### config.mk
export PLATFORM = sky130hd
export DESIGN_NAME = line_ctl
export DESIGN_NICKNAME = d
export VERILOG_FILES = /design/src/line_ctl_pkg.sv /design/src/stream_fifo.sv /design/src/line_ctl.sv
export SDC_FILE = /design/constraint.sdc
export NUM_CORES = 1
export LEC_CHECK = 0
export ABC_AREA = 1
export ABC_CLOCK_PERIOD_IN_PS = 4300
export BUFFER_PORTS_ARGS = -buffer_cell sky130_fd_sc_hd__buf_2
export CAP_MARGIN = 20
export CORE_UTILIZATION = 58
export CTS_BUF_LIST = sky130_fd_sc_hd__clkbuf_8
export CTS_CLUSTER_SIZE = 8
export DETAILED_ROUTE_END_ITERATION = 16
export GPL_ROUTABILITY_DRIVEN = 0
export PLACE_DENSITY = 0.76
export SLEW_MARGIN = 20
export SYNTH_ARGS = -nofsm -noshare
export SYNTH_HDL_FRONTEND = slang
export SYNTH_HIERARCHICAL = 1
export SYNTH_SLANG_ARGS = --single-unit
### constraint.sdc
create_clock -name clk -period 4.3 [get_ports clk]
set_input_delay 0.215 -clock clk [delete_from_list [all_inputs] [get_ports clk]]
set_output_delay 0.215 -clock clk [all_outputs]
set_load 0.005 [all_outputs]
### src/line_ctl_pkg.sv
/*
 * Shared constants and types of the serial line control channel:
 * register offsets, field positions, reset values and oversampling counts.
 * Assumes a 32-bit classic Wishbone slave with byte addresses.
 */
package line_ctl_pkg;

	// ----------------------------------------------------------------
	// Register offsets (byte addresses)
	// ----------------------------------------------------------------
	localparam logic [5:0] OFS_DATA = 6'h00;
	localparam logic [5:0] OFS_INT_ENABLE = 6'h04;
	localparam logic [5:0] OFS_LINE_CONTROL = 6'h08;
	localparam logic [5:0] OFS_MODEM_CONTROL = 6'h0C;
	localparam logic [5:0] OFS_LINE_STATUS = 6'h10;
	localparam logic [5:0] OFS_RS485_CONTROL = 6'h14;
	localparam logic [5:0] OFS_ENHANCED_FEATURE = 6'h18;
	localparam logic [5:0] OFS_SECOND_PAUSE_CHAR = 6'h1C;
	localparam logic [5:0] OFS_EXTRA_FEATURE = 6'h20;
	localparam logic [5:0] OFS_DIVISOR = 6'h24;

	// ----------------------------------------------------------------
	// Field positions
	// ----------------------------------------------------------------
	localparam int MULTIDROP_BIT = 0;
	localparam int RX_ENABLE_BIT = 1;
	localparam int AUTO_DIR_BIT = 4;
	localparam int RTS_INVERT_BIT = 5;
	localparam int SPECIAL_CHAR_BIT = 5;
	localparam int HW_RTS_FLOW_BIT = 6;
	localparam int IR_ENABLE_BIT = 1;
	localparam int IR11_SELECT_BIT = 4;
	localparam int LINE_STATUS_INT_BIT = 2;
	localparam int MANUAL_RTS_BIT = 1;
	localparam int PARITY_ENABLE_BIT = 3;
	localparam int EVEN_PARITY_BIT = 4;
	localparam int FORCED_PARITY_BIT = 5;
	localparam int DATA_READY_BIT = 0;
	localparam int PARITY_ERROR_BIT = 2;
	localparam int TX_FIFO_EMPTY_BIT = 5;
	localparam int TX_IDLE_BIT = 6;

	// ----------------------------------------------------------------
	// Reset values and timing counts
	// ----------------------------------------------------------------
	localparam logic [7:0] RST_REG8 = 8'h00;
	localparam logic [15:0] RST_DIVISOR = 16'h0001;
	localparam logic [3:0] TICK_LAST = 4'hF;
	localparam logic [3:0] TICK_MID = 4'h7;
	localparam logic [3:0] IR10_PULSE_TICKS = 4'h3;
	localparam logic [3:0] IR11_PULSE_TICKS = 4'h4;
	localparam logic [4:0] IR_HOLD_TICKS = 5'h10;
	localparam int FIFO_DEPTH = 16;

	// ----------------------------------------------------------------
	// Types
	// ----------------------------------------------------------------
	typedef struct packed {
		logic perr;
		logic [7:0] data;
	} rx_char_type;

	typedef enum logic [2:0] {
		SER_IDLE = 3'b000,
		SER_START = 3'b001,
		SER_DATA = 3'b010,
		SER_NINTH = 3'b011,
		SER_STOP = 3'b100
	} ser_state_type;

endpackage : line_ctl_pkg

### src/stream_fifo.sv
/*
 * Synchronous FIFO with valid/ready on both sides.
 * Assumes one clock; the clock enable freezes it entirely.
 */
`timescale 1ns/1ps
module stream_fifo #(
	parameter int WIDTH = 8,
	parameter int DEPTH = 16
) (
	input wire logic clk, // Clock
	input wire logic rst, // Async reset, active high
	input wire logic ce, // Clock enable
	input wire logic [WIDTH-1:0] inDat, // Write data
	input wire logic inValid, // Write request
	output logic inReady, // Room available
	output logic [WIDTH-1:0] outDat, // Head data
	output logic outValid, // Head present
	input wire logic outReady // Head consumed
);
	localparam int AW = $clog2(DEPTH);

	logic [WIDTH-1:0] mem [DEPTH];
	logic [AW-1:0] wrPtr_q;
	logic [AW-1:0] rdPtr_q;
	logic [AW:0] count_q;
	wire logic push;
	wire logic pop;

	assign inReady = (count_q != (AW+1)'(DEPTH));
	assign outValid = (count_q != '0);
	assign push = inValid && inReady;
	assign pop = outValid && outReady;
	assign outDat = mem[rdPtr_q];

	always_ff @(posedge clk) begin
		if (ce && push) begin
			mem[wrPtr_q] <= inDat;
		end
	end

	always_ff @(posedge clk or posedge rst) begin
		if (rst) begin
			wrPtr_q <= '0;
			rdPtr_q <= '0;
			count_q <= '0;
		end else if (ce) begin
			if (push) wrPtr_q <= wrPtr_q + 1'b1;
			if (pop) rdPtr_q <= rdPtr_q + 1'b1;
			if (push && !pop) count_q <= count_q + 1'b1;
			else if (pop && !push) count_q <= count_q - 1'b1;
		end
	end

endmodule : stream_fifo

### src/line_ctl.sv
/*
 * One serial channel with RS-485 direction control, 9-bit multidrop
 * reception with address screening, and an IrDA pulse encoder/decoder.
 * Assumes a classic Wishbone master and an external line transceiver.
 */
`timescale 1ns/1ps
// Overview of operation
// - Auto direction bit overrides manual and flow RTS
// - Host write raises RTS; last bit lowers
// - Inversion bit flips auto direction RTS polarity
// - Multidrop bit selects nine-bit reception, ninth marks address
// - Disabled receiver drops data but keeps addresses
// - Address sets parity error under forced even parity, stored, raises interrupt
// - Enabled receiver keeps all; addresses flag parity error under forced even parity
// - Auto detection drops data while disabled, and mismatched addresses
// - Matching address enables receiver, stored, interrupt raised
// - Mismatched address disables receiver; match stored flagged
// - Infrared enable: three-sixteenths pulse per zero bit
// - Second select: quarter-bit pulse per zero bit
// - Infrared transmit and receive idle low
// - Each detected light pulse gives decoder data
// - Interrupt enable bit two gates line status interrupt
module line_ctl
	import line_ctl_pkg::*;
(
	input wire logic clk, // Clock, 50 MHz
	input wire logic rst, // Async reset, active high
	input wire logic ce, // Clock enable
	input wire logic [5:0] adr_i, // Wishbone byte address
	input wire logic [31:0] dat_i, // Wishbone write data
	output logic [31:0] dat_o, // Wishbone read data
	input wire logic we_i, // Wishbone write enable
	input wire logic [3:0] sel_i, // Wishbone byte selects
	input wire logic cyc_i, // Wishbone cycle
	input wire logic stb_i, // Wishbone strobe
	output logic ack_o, // Wishbone acknowledge
	input wire logic rxPin, // Serial input pin
	output logic txPin, // Serial output pin
	output logic rtsN, // Request-to-send, active low
	output logic lineStatusIrq, // Line status interrupt
	output logic txRoom // Transmit FIFO can take a byte
);
	// ----------------------------------------------------------------
	// Register bus
	// ----------------------------------------------------------------
	logic ack_q;
	logic [31:0] rdData_q;
	logic [7:0] intEnable_q;
	logic [7:0] lineControl_q;
	logic [7:0] modemControl_q;
	logic [7:0] rs485Control_q;
	logic [7:0] enhancedFeature_q;
	logic [7:0] secondPauseChar_q;
	logic [7:0] extraFeature_q;
	logic [15:0] divisor_q;
	logic [31:0] rdMux;

	wire logic wbReq = cyc_i && stb_i;
	wire logic wbTake = wbReq && !ack_q;
	wire logic wbWrite = wbReq && ack_q && we_i;
	wire logic wbRead = wbReq && ack_q && !we_i;
	wire logic wrLow = wbWrite && sel_i[0];
	wire logic dataWrite = wrLow && adr_i == OFS_DATA;
	wire logic dataRead = wbRead && adr_i == OFS_DATA;
	wire logic statusRead = wbRead && adr_i == OFS_LINE_STATUS;

	assign ack_o = ack_q;
	assign dat_o = rdData_q;

	wire logic multidrop = rs485Control_q[MULTIDROP_BIT];
	wire logic rxEnable = rs485Control_q[RX_ENABLE_BIT];
	wire logic autoDir = rs485Control_q[AUTO_DIR_BIT];
	wire logic rtsInvert = rs485Control_q[RTS_INVERT_BIT];
	wire logic autoAddr = multidrop && enhancedFeature_q[SPECIAL_CHAR_BIT];
	wire logic hwRtsFlow = enhancedFeature_q[HW_RTS_FLOW_BIT];
	wire logic irEnable = extraFeature_q[IR_ENABLE_BIT];
	wire logic ir11 = extraFeature_q[IR11_SELECT_BIT];
	wire logic ninthOn = multidrop || lineControl_q[PARITY_ENABLE_BIT];

	// ----------------------------------------------------------------
	// FIFOs
	// ----------------------------------------------------------------
	logic [7:0] txHead;
	logic txValid;
	logic txPop;
	rx_char_type rxIn;
	rx_char_type rxHead;
	logic rxPush;
	logic rxInReady;
	logic rxValid;

	stream_fifo #(.WIDTH(8), .DEPTH(FIFO_DEPTH)) txFifo (
		.clk(clk),
		.rst(rst),
		.ce(ce),
		.inDat(dat_i[7:0]),
		.inValid(dataWrite),
		.inReady(txRoom),
		.outDat(txHead),
		.outValid(txValid),
		.outReady(txPop)
	);

	stream_fifo #(.WIDTH($bits(rx_char_type)), .DEPTH(FIFO_DEPTH)) rxFifo (
		.clk(clk),
		.rst(rst),
		.ce(ce),
		.inDat(rxIn),
		.inValid(rxPush),
		.inReady(rxInReady),
		.outDat(rxHead),
		.outValid(rxValid),
		.outReady(dataRead)
	);

	// ----------------------------------------------------------------
	// Baud tick, sixteen per bit
	// ----------------------------------------------------------------
	logic [15:0] divCnt_q;
	wire logic tick = (divisor_q != '0) && (divCnt_q == divisor_q - 16'h0001);

	always_ff @(posedge clk or posedge rst) begin
		if (rst) divCnt_q <= '0;
		else if (ce) divCnt_q <= tick ? '0 : divCnt_q + 16'h0001;
	end

	// ----------------------------------------------------------------
	// Transmitter
	// ----------------------------------------------------------------
	ser_state_type txState_q;
	logic [3:0] txTick_q;
	logic [2:0] txIdx_q;
	logic [7:0] txShift_q;
	logic txNinth_q;
	logic txBit;
	logic txDir_q;

	wire logic txBitEnd = tick && txTick_q == TICK_LAST;
	wire logic txDone = txState_q == SER_STOP && txBitEnd;
	wire logic txStart = txState_q == SER_IDLE && tick && txValid;
	wire logic txParity = lineControl_q[FORCED_PARITY_BIT] ? !lineControl_q[EVEN_PARITY_BIT]
		: (^txHead) ^ !lineControl_q[EVEN_PARITY_BIT];
	wire logic [3:0] irWidth = ir11 ? IR11_PULSE_TICKS : IR10_PULSE_TICKS;

	assign txPop = txStart;

	always_comb begin
		unique case (txState_q)
			SER_START: txBit = 1'b0;
			SER_DATA: txBit = txShift_q[0];
			SER_NINTH: txBit = txNinth_q;
			default: txBit = 1'b1;
		endcase
	end

	// Pulse only within the first part of a zero bit; idles low
	assign txPin = irEnable ? (txState_q != SER_IDLE && !txBit && txTick_q < irWidth) : txBit;

	always_ff @(posedge clk or posedge rst) begin
		if (rst) begin
			txState_q <= SER_IDLE;
			txTick_q <= '0;
			txIdx_q <= '0;
			txShift_q <= '0;
			txNinth_q <= 1'b0;
		end else if (ce) begin
			if (tick) txTick_q <= txTick_q + 4'h1;
			if (txStart) begin
				txState_q <= SER_START;
				txTick_q <= '0;
				txShift_q <= txHead;
				txNinth_q <= txParity;
			end else if (txBitEnd) begin
				unique case (txState_q)
					SER_START: txState_q <= SER_DATA;
					SER_DATA: begin
						txShift_q <= {1'b0, txShift_q[7:1]};
						txIdx_q <= txIdx_q + 3'h1;
						if (txIdx_q == 3'h7) txState_q <= ninthOn ? SER_NINTH : SER_STOP;
					end
					SER_NINTH: txState_q <= SER_STOP;
					SER_STOP: txState_q <= SER_IDLE;
					SER_IDLE: txState_q <= SER_IDLE;
					default: txState_q <= SER_IDLE;
				endcase
			end
		end
	end

	// High from the host's write until the last bit leaves with nothing queued
	always_ff @(posedge clk or posedge rst) begin
		if (rst) txDir_q <= 1'b0;
		else if (ce) begin
			if (dataWrite && txRoom) txDir_q <= 1'b1;
			else if (txDone && !txValid) txDir_q <= 1'b0;
		end
	end

	// Auto direction overrides flow control RTS, which overrides manual RTS
	assign rtsN = autoDir ? (txDir_q ^ rtsInvert)
		: hwRtsFlow ? !rxInReady : !modemControl_q[MANUAL_RTS_BIT];

	// ----------------------------------------------------------------
	// Receive input: three-stage synchroniser, IrDA decoder
	// ----------------------------------------------------------------
	logic [2:0] rxSync_q;
	logic rxFilt_q;
	logic rxFiltPrev_q;
	logic [4:0] irHold_q;

	// A detected pulse marks one bit time on the decoded stream
	wire logic irPulse = rxFilt_q && !rxFiltPrev_q;
	wire logic rxLine = irEnable ? (irHold_q == '0) : rxFilt_q;

	always_ff @(posedge clk or posedge rst) begin
		if (rst) begin
			rxSync_q <= 3'h7;
			rxFilt_q <= 1'b1;
			rxFiltPrev_q <= 1'b1;
			irHold_q <= '0;
		end else if (ce) begin
			rxSync_q <= {rxSync_q[1:0], rxPin};
			if (rxSync_q[1] == rxSync_q[2]) rxFilt_q <= rxSync_q[2];
			rxFiltPrev_q <= rxFilt_q;
			if (irPulse) irHold_q <= IR_HOLD_TICKS;
			else if (tick && irHold_q != '0) irHold_q <= irHold_q - 5'h01;
		end
	end

	// ----------------------------------------------------------------
	// Receiver
	// ----------------------------------------------------------------
	ser_state_type rxState_q;
	logic [3:0] rxTick_q;
	logic [2:0] rxIdx_q;
	logic [7:0] rxShift_q;
	logic rxNinth_q;
	logic perrFlag_q;

	wire logic rxSample = tick && (rxState_q == SER_START ? rxTick_q == TICK_MID : rxTick_q == TICK_LAST);
	wire logic charDone = rxState_q == SER_STOP && rxSample;
	wire logic [7:0] rxData = rxShift_q;
	wire logic expParity = lineControl_q[FORCED_PARITY_BIT] ? !lineControl_q[EVEN_PARITY_BIT]
		: (^rxData) ^ !lineControl_q[EVEN_PARITY_BIT];
	wire logic isAddr = multidrop && rxNinth_q;
	wire logic addrMatch = rxData == secondPauseChar_q;
	wire logic autoSet = charDone && autoAddr && isAddr && addrMatch;
	wire logic autoClr = charDone && autoAddr && isAddr && !addrMatch;
	// Multidrop keeps data only when enabled; addresses kept unless auto detection sees a mismatch
	wire logic keepChar = !multidrop ? 1'b1 : autoAddr ? (isAddr ? addrMatch : rxEnable) : (rxEnable || isAddr);

	assign rxPush = charDone && keepChar;
	assign rxIn.data = rxData;
	// Auto detection reports the ninth bit itself as the parity error
	assign rxIn.perr = autoAddr ? rxNinth_q : (ninthOn && rxNinth_q != expParity);

	always_ff @(posedge clk or posedge rst) begin
		if (rst) begin
			rxState_q <= SER_IDLE;
			rxTick_q <= '0;
			rxIdx_q <= '0;
			rxShift_q <= '0;
			rxNinth_q <= 1'b0;
		end else if (ce) begin
			if (tick) rxTick_q <= rxSample ? 4'h0 : rxTick_q + 4'h1;
			if (rxState_q == SER_IDLE && tick && !rxLine) begin
				rxState_q <= SER_START;
				rxTick_q <= '0;
			end else if (rxSample) begin
				unique case (rxState_q)
					SER_START: rxState_q <= rxLine ? SER_IDLE : SER_DATA;
					SER_DATA: begin
						rxShift_q <= {rxLine, rxShift_q[7:1]};
						rxIdx_q <= rxIdx_q + 3'h1;
						rxNinth_q <= 1'b0;
						if (rxIdx_q == 3'h7) rxState_q <= ninthOn ? SER_NINTH : SER_STOP;
					end
					SER_NINTH: begin
						rxNinth_q <= rxLine;
						rxState_q <= SER_STOP;
					end
					SER_STOP: rxState_q <= SER_IDLE;
					SER_IDLE: rxState_q <= SER_IDLE;
					default: rxState_q <= SER_IDLE;
				endcase
			end
		end
	end

	// Sticky parity error for the interrupt; a new error wins over the status read
	always_ff @(posedge clk or posedge rst) begin
		if (rst) perrFlag_q <= 1'b0;
		else if (ce) begin
			if (rxPush && rxInReady && rxIn.perr) perrFlag_q <= 1'b1;
			else if (statusRead) perrFlag_q <= 1'b0;
		end
	end

	assign lineStatusIrq = intEnable_q[LINE_STATUS_INT_BIT] && perrFlag_q;

	// ----------------------------------------------------------------
	// Register file
	// ----------------------------------------------------------------
	wire logic [7:0] lineStatus = {1'b0, txState_q == SER_IDLE && !txValid, !txValid, 2'b00,
		rxValid && rxHead.perr, 1'b0, rxValid};

	always_comb begin
		unique case (adr_i)
			OFS_DATA: rdMux = {24'h000000, rxHead.data};
			OFS_INT_ENABLE: rdMux = {24'h000000, intEnable_q};
			OFS_LINE_CONTROL: rdMux = {24'h000000, lineControl_q};
			OFS_MODEM_CONTROL: rdMux = {24'h000000, modemControl_q};
			OFS_LINE_STATUS: rdMux = {24'h000000, lineStatus};
			OFS_RS485_CONTROL: rdMux = {24'h000000, rs485Control_q};
			OFS_ENHANCED_FEATURE: rdMux = {24'h000000, enhancedFeature_q};
			OFS_SECOND_PAUSE_CHAR: rdMux = {24'h000000, secondPauseChar_q};
			OFS_EXTRA_FEATURE: rdMux = {24'h000000, extraFeature_q};
			OFS_DIVISOR: rdMux = {16'h0000, divisor_q};
			default: rdMux = 32'h00000000;
		endcase
	end

	always_ff @(posedge clk or posedge rst) begin
		if (rst) begin
			ack_q <= 1'b0;
			rdData_q <= '0;
		end else if (ce) begin
			ack_q <= wbTake;
			if (wbTake) rdData_q <= rdMux;
		end
	end

	always_ff @(posedge clk or posedge rst) begin
		if (rst) begin
			intEnable_q <= RST_REG8;
			lineControl_q <= RST_REG8;
			modemControl_q <= RST_REG8;
			enhancedFeature_q <= RST_REG8;
			secondPauseChar_q <= RST_REG8;
			extraFeature_q <= RST_REG8;
			divisor_q <= RST_DIVISOR;
		end else if (ce) begin
			if (wrLow && adr_i == OFS_INT_ENABLE) intEnable_q <= dat_i[7:0];
			if (wrLow && adr_i == OFS_LINE_CONTROL) lineControl_q <= dat_i[7:0];
			if (wrLow && adr_i == OFS_MODEM_CONTROL) modemControl_q <= dat_i[7:0];
			if (wrLow && adr_i == OFS_ENHANCED_FEATURE) enhancedFeature_q <= dat_i[7:0];
			if (wrLow && adr_i == OFS_SECOND_PAUSE_CHAR) secondPauseChar_q <= dat_i[7:0];
			if (wrLow && adr_i == OFS_EXTRA_FEATURE) extraFeature_q <= dat_i[7:0];
			if (wrLow && adr_i == OFS_DIVISOR) divisor_q[7:0] <= dat_i[7:0];
			if (wbWrite && sel_i[1] && adr_i == OFS_DIVISOR) divisor_q[15:8] <= dat_i[15:8];
		end
	end

	// Address screening in auto detection overrides a same-cycle software write
	always_ff @(posedge clk or posedge rst) begin
		if (rst) rs485Control_q <= RST_REG8;
		else if (ce) begin
			if (wrLow && adr_i == OFS_RS485_CONTROL) rs485Control_q <= dat_i[7:0];
			if (autoSet) rs485Control_q[RX_ENABLE_BIT] <= 1'b1;
			else if (autoClr) rs485Control_q[RX_ENABLE_BIT] <= 1'b0;
		end
	end
endmodule : line_ctl

==> results.json <==
{
  "finClkSkew_ns": 0.0241,
  "dp_hpwl_um": 36500,
  "syn_inst": 2482,
  "finalCritPeriodShare_pct": 92.4,
  "syn_area_um2": 22400,
  "p_sw_mw": 2.21,
  "via_per_inst": 5.54,
  "arrival_ns": 4.53,
  "ant_nets": 0,
  "async_flop_share_pct": 40.0,
  "synth-seq-area-share_pct": 56.7,
  "cts_tree": "yes",
  "start_kind": "flop",
  "layout_commonest_cell": "nand2_1",
  "vdd_drop_max_mv": 0.332,
  "p_leak_nw": 11.5,
  "finalHoldViolCount": 0,
  "drive_above_1_share_pct": 10.6,
  "start_util_pct": 59.2,
  "max_cap_violations": 0,
  "die-height_um": 199,
  "p_seq_share_pct": 53.6,
  "required_ns": 4.86,
  "fin_util_pct": 65.1,
  "cp_num_buf_inv": 3,
  "crit_top_cell": "nand2_1",
  "pwr-share-clk_pct": 39.5,
  "drc": 0,
  "crit_type": "flop to flop",
  "ios": 86,
  "clk_pin_slew_ns": 0.06,
  "wl_per_cell_um": 17.4,
  "antenna_found_initial": 0,
  "synth.largest_area_cell": "edfxtp_1",
  "final_cell_mix": "nand2_1 (649), inv_1 (428), nand3_1 (341)",
  "htree_levels": 3,
  "grt_use_total_pct": 28.8,
  "dp_cells": 3011,
  "ys.flop_type": "edfxtp_1",
  "drt_wl_total_um": 55100,
  "p_int_mw": 6.70,
  "critPathTopFamily": "simple AND/OR/NAND/NOR gates",
  "root_buffer": "clkbuf_8",
  "clkSinkCount": 453,
  "ys_warn_count": 6,
  "synth_top_area_share_pct": 36.4,
  "worstSkewPairLatency_ns": 0.63,
  "finalSetupViolations": 0,
  "grt_pass1_wl_um": 87300,
  "fmax_mhz": 252,
  "vias": 17500,
  "total_power_mw": 8.90,
  "crit_path_max_incr_delay_ns": 0.56,
  "worst_slew_pin_slew_ns": 0.947,
  "core_um2": 37800,
  "grt.overflow.total": 0,
  "grt_pass1_vias": 16900,
  "area_growth_pct": 9.96,
  "switching_share_pct": 24.8,
  "avgSynthCellArea_um2": 9.03,
  "layoutNonFillerInstCount": 3159,
  "dieWidth_um": 199,
  "portBuffers": 51,
  "maxSlewViolCount": 0,
  "cts-buffers-inserted": 75,
  "ys_seq_elements": 453,
  "cts_resized": 0,
  "synthTopCellsByArea": "edfxtp_1 (36%), dfrtp_1 (20%), nand2_1 (11%)",
  "cts_buffer_depth": 3,
  "tns_ns": 0,
  "num_rows": 71,
  "synth_edf_count": 272,
  "dieArea_um2": 39400,
  "cp_slowest_cell": "dfstp_2",
  "antenna_cells": 0,
  "pwr-share-comb_pct": 7.0,
  "rsz0062_at_grt": "false",
  "slew_headroom_pct": 36.8,
  "nNetsFinal": 2669,
  "dr.pass1.iters": 6,
  "grt_max_degree": 156,
  "cp_max_fo": 5,
  "end_kind": "flop",
  "drt_iter0_drc": 1672,
  "status": "finished clean",
  "hp-class": "input pin to flop",
  "synthDistinctLibCells": 66,
  "period_minus_slack_ns": 3.97,
  "path_cells": "inv_1 -> ha_1 -> xnor2_1 -> nor2_1 -> nand3_1 -> nor2_2 -> nand3_1 -> nor2_2 -> nand3_1 -> a211oi_1 -> nand2_1 -> inv_1 -> ha_1 -> inv_1 -> fa_1 -> nand2_1 -> nand2_1 -> nand2_1 -> xor2_1 -> nand2_1 -> nand2_1",
  "power.density_nw_per_um2": 361
}
-- cell families (layout without fill, tap and decap cells) --
logic type	Yosys count	count (layout)	synth area share, %
other	1	16	0.0167
multiplexers	9	9	0.447
AO/OA/AOI/OAI	193	193	4.97
XOR/XNOR	51	51	1.99
AND/OR/NAND/NOR	1243	1243	24.7
buffers and inverters	500	651	9.37
flip-flops	453	453	56.7
adder cells (fa/ha/maj)	32	32	1.85
-- layout make-up --
cell class | count | area [um^2]
Multi-Input combinational cell | 1544 | 7670
Timing Repair Buffer | 101 | 683
Sequential cell | 453 | 12700
Fill cell | 3057 | 13200
Clock buffer | 85 | 1170
Inverter | 413 | 1560
Clock inverter | 52 | 223
Tap cell | 511 | 639
-- cells in the mapped netlist, types with 4 or more instances --
cell type and count:
buf_4 29, inv_1 398, nand3_1 341, nor3_1 16, nor2_2 13, or2_1 6
nand4_1 18, a221oi_1 11, mux2_2 8, xor2_1 27, dfstp_2 6, or2_2 22
nand3b_1 5, or2_0 15, o21ai_0 121, a31oi_1 4, edfxtp_1 272, ha_1 30
o21ai_1 9, nand2_2 11, buf_6 11, clkinv_1 4, nor2_1 121, nor2_4 6
a21oi_1 16, clkbuf_1 20, inv_2 10, dfrtp_1 175, nand2_1 649, xnor2_1 24
a22oi_1 5, buf_2 24
-- registers in the layout, indices dropped and copies added (netlist names), 5 cells and up --
register           flops
rxData                 8
txFifo/count_q         5
txShift_q              8
intEnable_q            8
extraFeature_q         8
rxFifo/count_q         5
lineControl_q          8
dat_o                 16
divCnt_q              16
divisor_q             16
enhancedFeature_q      8
irHold_q               5
rs485Control_q         8
modemControl_q         8
rxFifo/mem           144
txFifo/mem           128
secondPauseChar_q      8
-- power groups by stage --
stage | clock network, mW | registers, mW | logic (mW)
finish | 3.51 | 4.77 | 0.621
global route | 3.78 | 4.78 | 0.700
CTS | 3.58 | 4.77 | 0.617
detailed placement | 0 | 4.85 | 0.604
global placement | 0 | 4.85 | 0.579
floorplan | 0 | 4.83 | 0.448
-- final timing paths --
| kind | start | endpoint | slack (ns) | cells past startpoint |
|---|---|---|---|---|
| max | divisor_q[0] | rxFifo/count_q[4] | 0.33 | 21 |
| min | dat_i[2] | txFifo/mem[9][2] | 0.04 | 1 |
| max reg2reg | divisor_q[0] | rxFifo/count_q[4] | 0.33 | 21 |
| min reg2reg | rxSync_q[0] | rxSync_q[0] | 0.46 | 2 |
| max in group asynchronous | rst | txShift_q[3] | 3.14 | 4 |
| min in group asynchronous | rst | rxFifo/count_q[3] | 0.25 | 3 |
-- stage by stage --
stage	area (um^2)	worst slack [ns]	hold slack, ns
5_1_grt	24600	0.0688	0.0310
3_5_place_dp	23100	0.434	0.325
4_1_cts	24600	0.387	0.0183
3_3_place_gp	23100	0.571	0.316
6_report	24600	0.325	0.0415
2_1_floorplan	22500	1.00	0.0920
-- routing by layer --
metal | vias to the layer above | part of all wire, % | GRT usage (%)
met5 | - | 0 | 0
met4 | 0 | 3.2 | 11.8
met3 | 148 | 8.6 | 5.04
met2 | 803 | 47 | 46.6
met1 | 8325 | 41 | 38.6
li1 | 8221 | - | -
-- what timing repair did --
item / CTS / global route
setup buffers: 0 / 0
hold buffers: 11 / 0
hold endpoints to repair: 200 / 0
(Power assumes the default switching activity.)
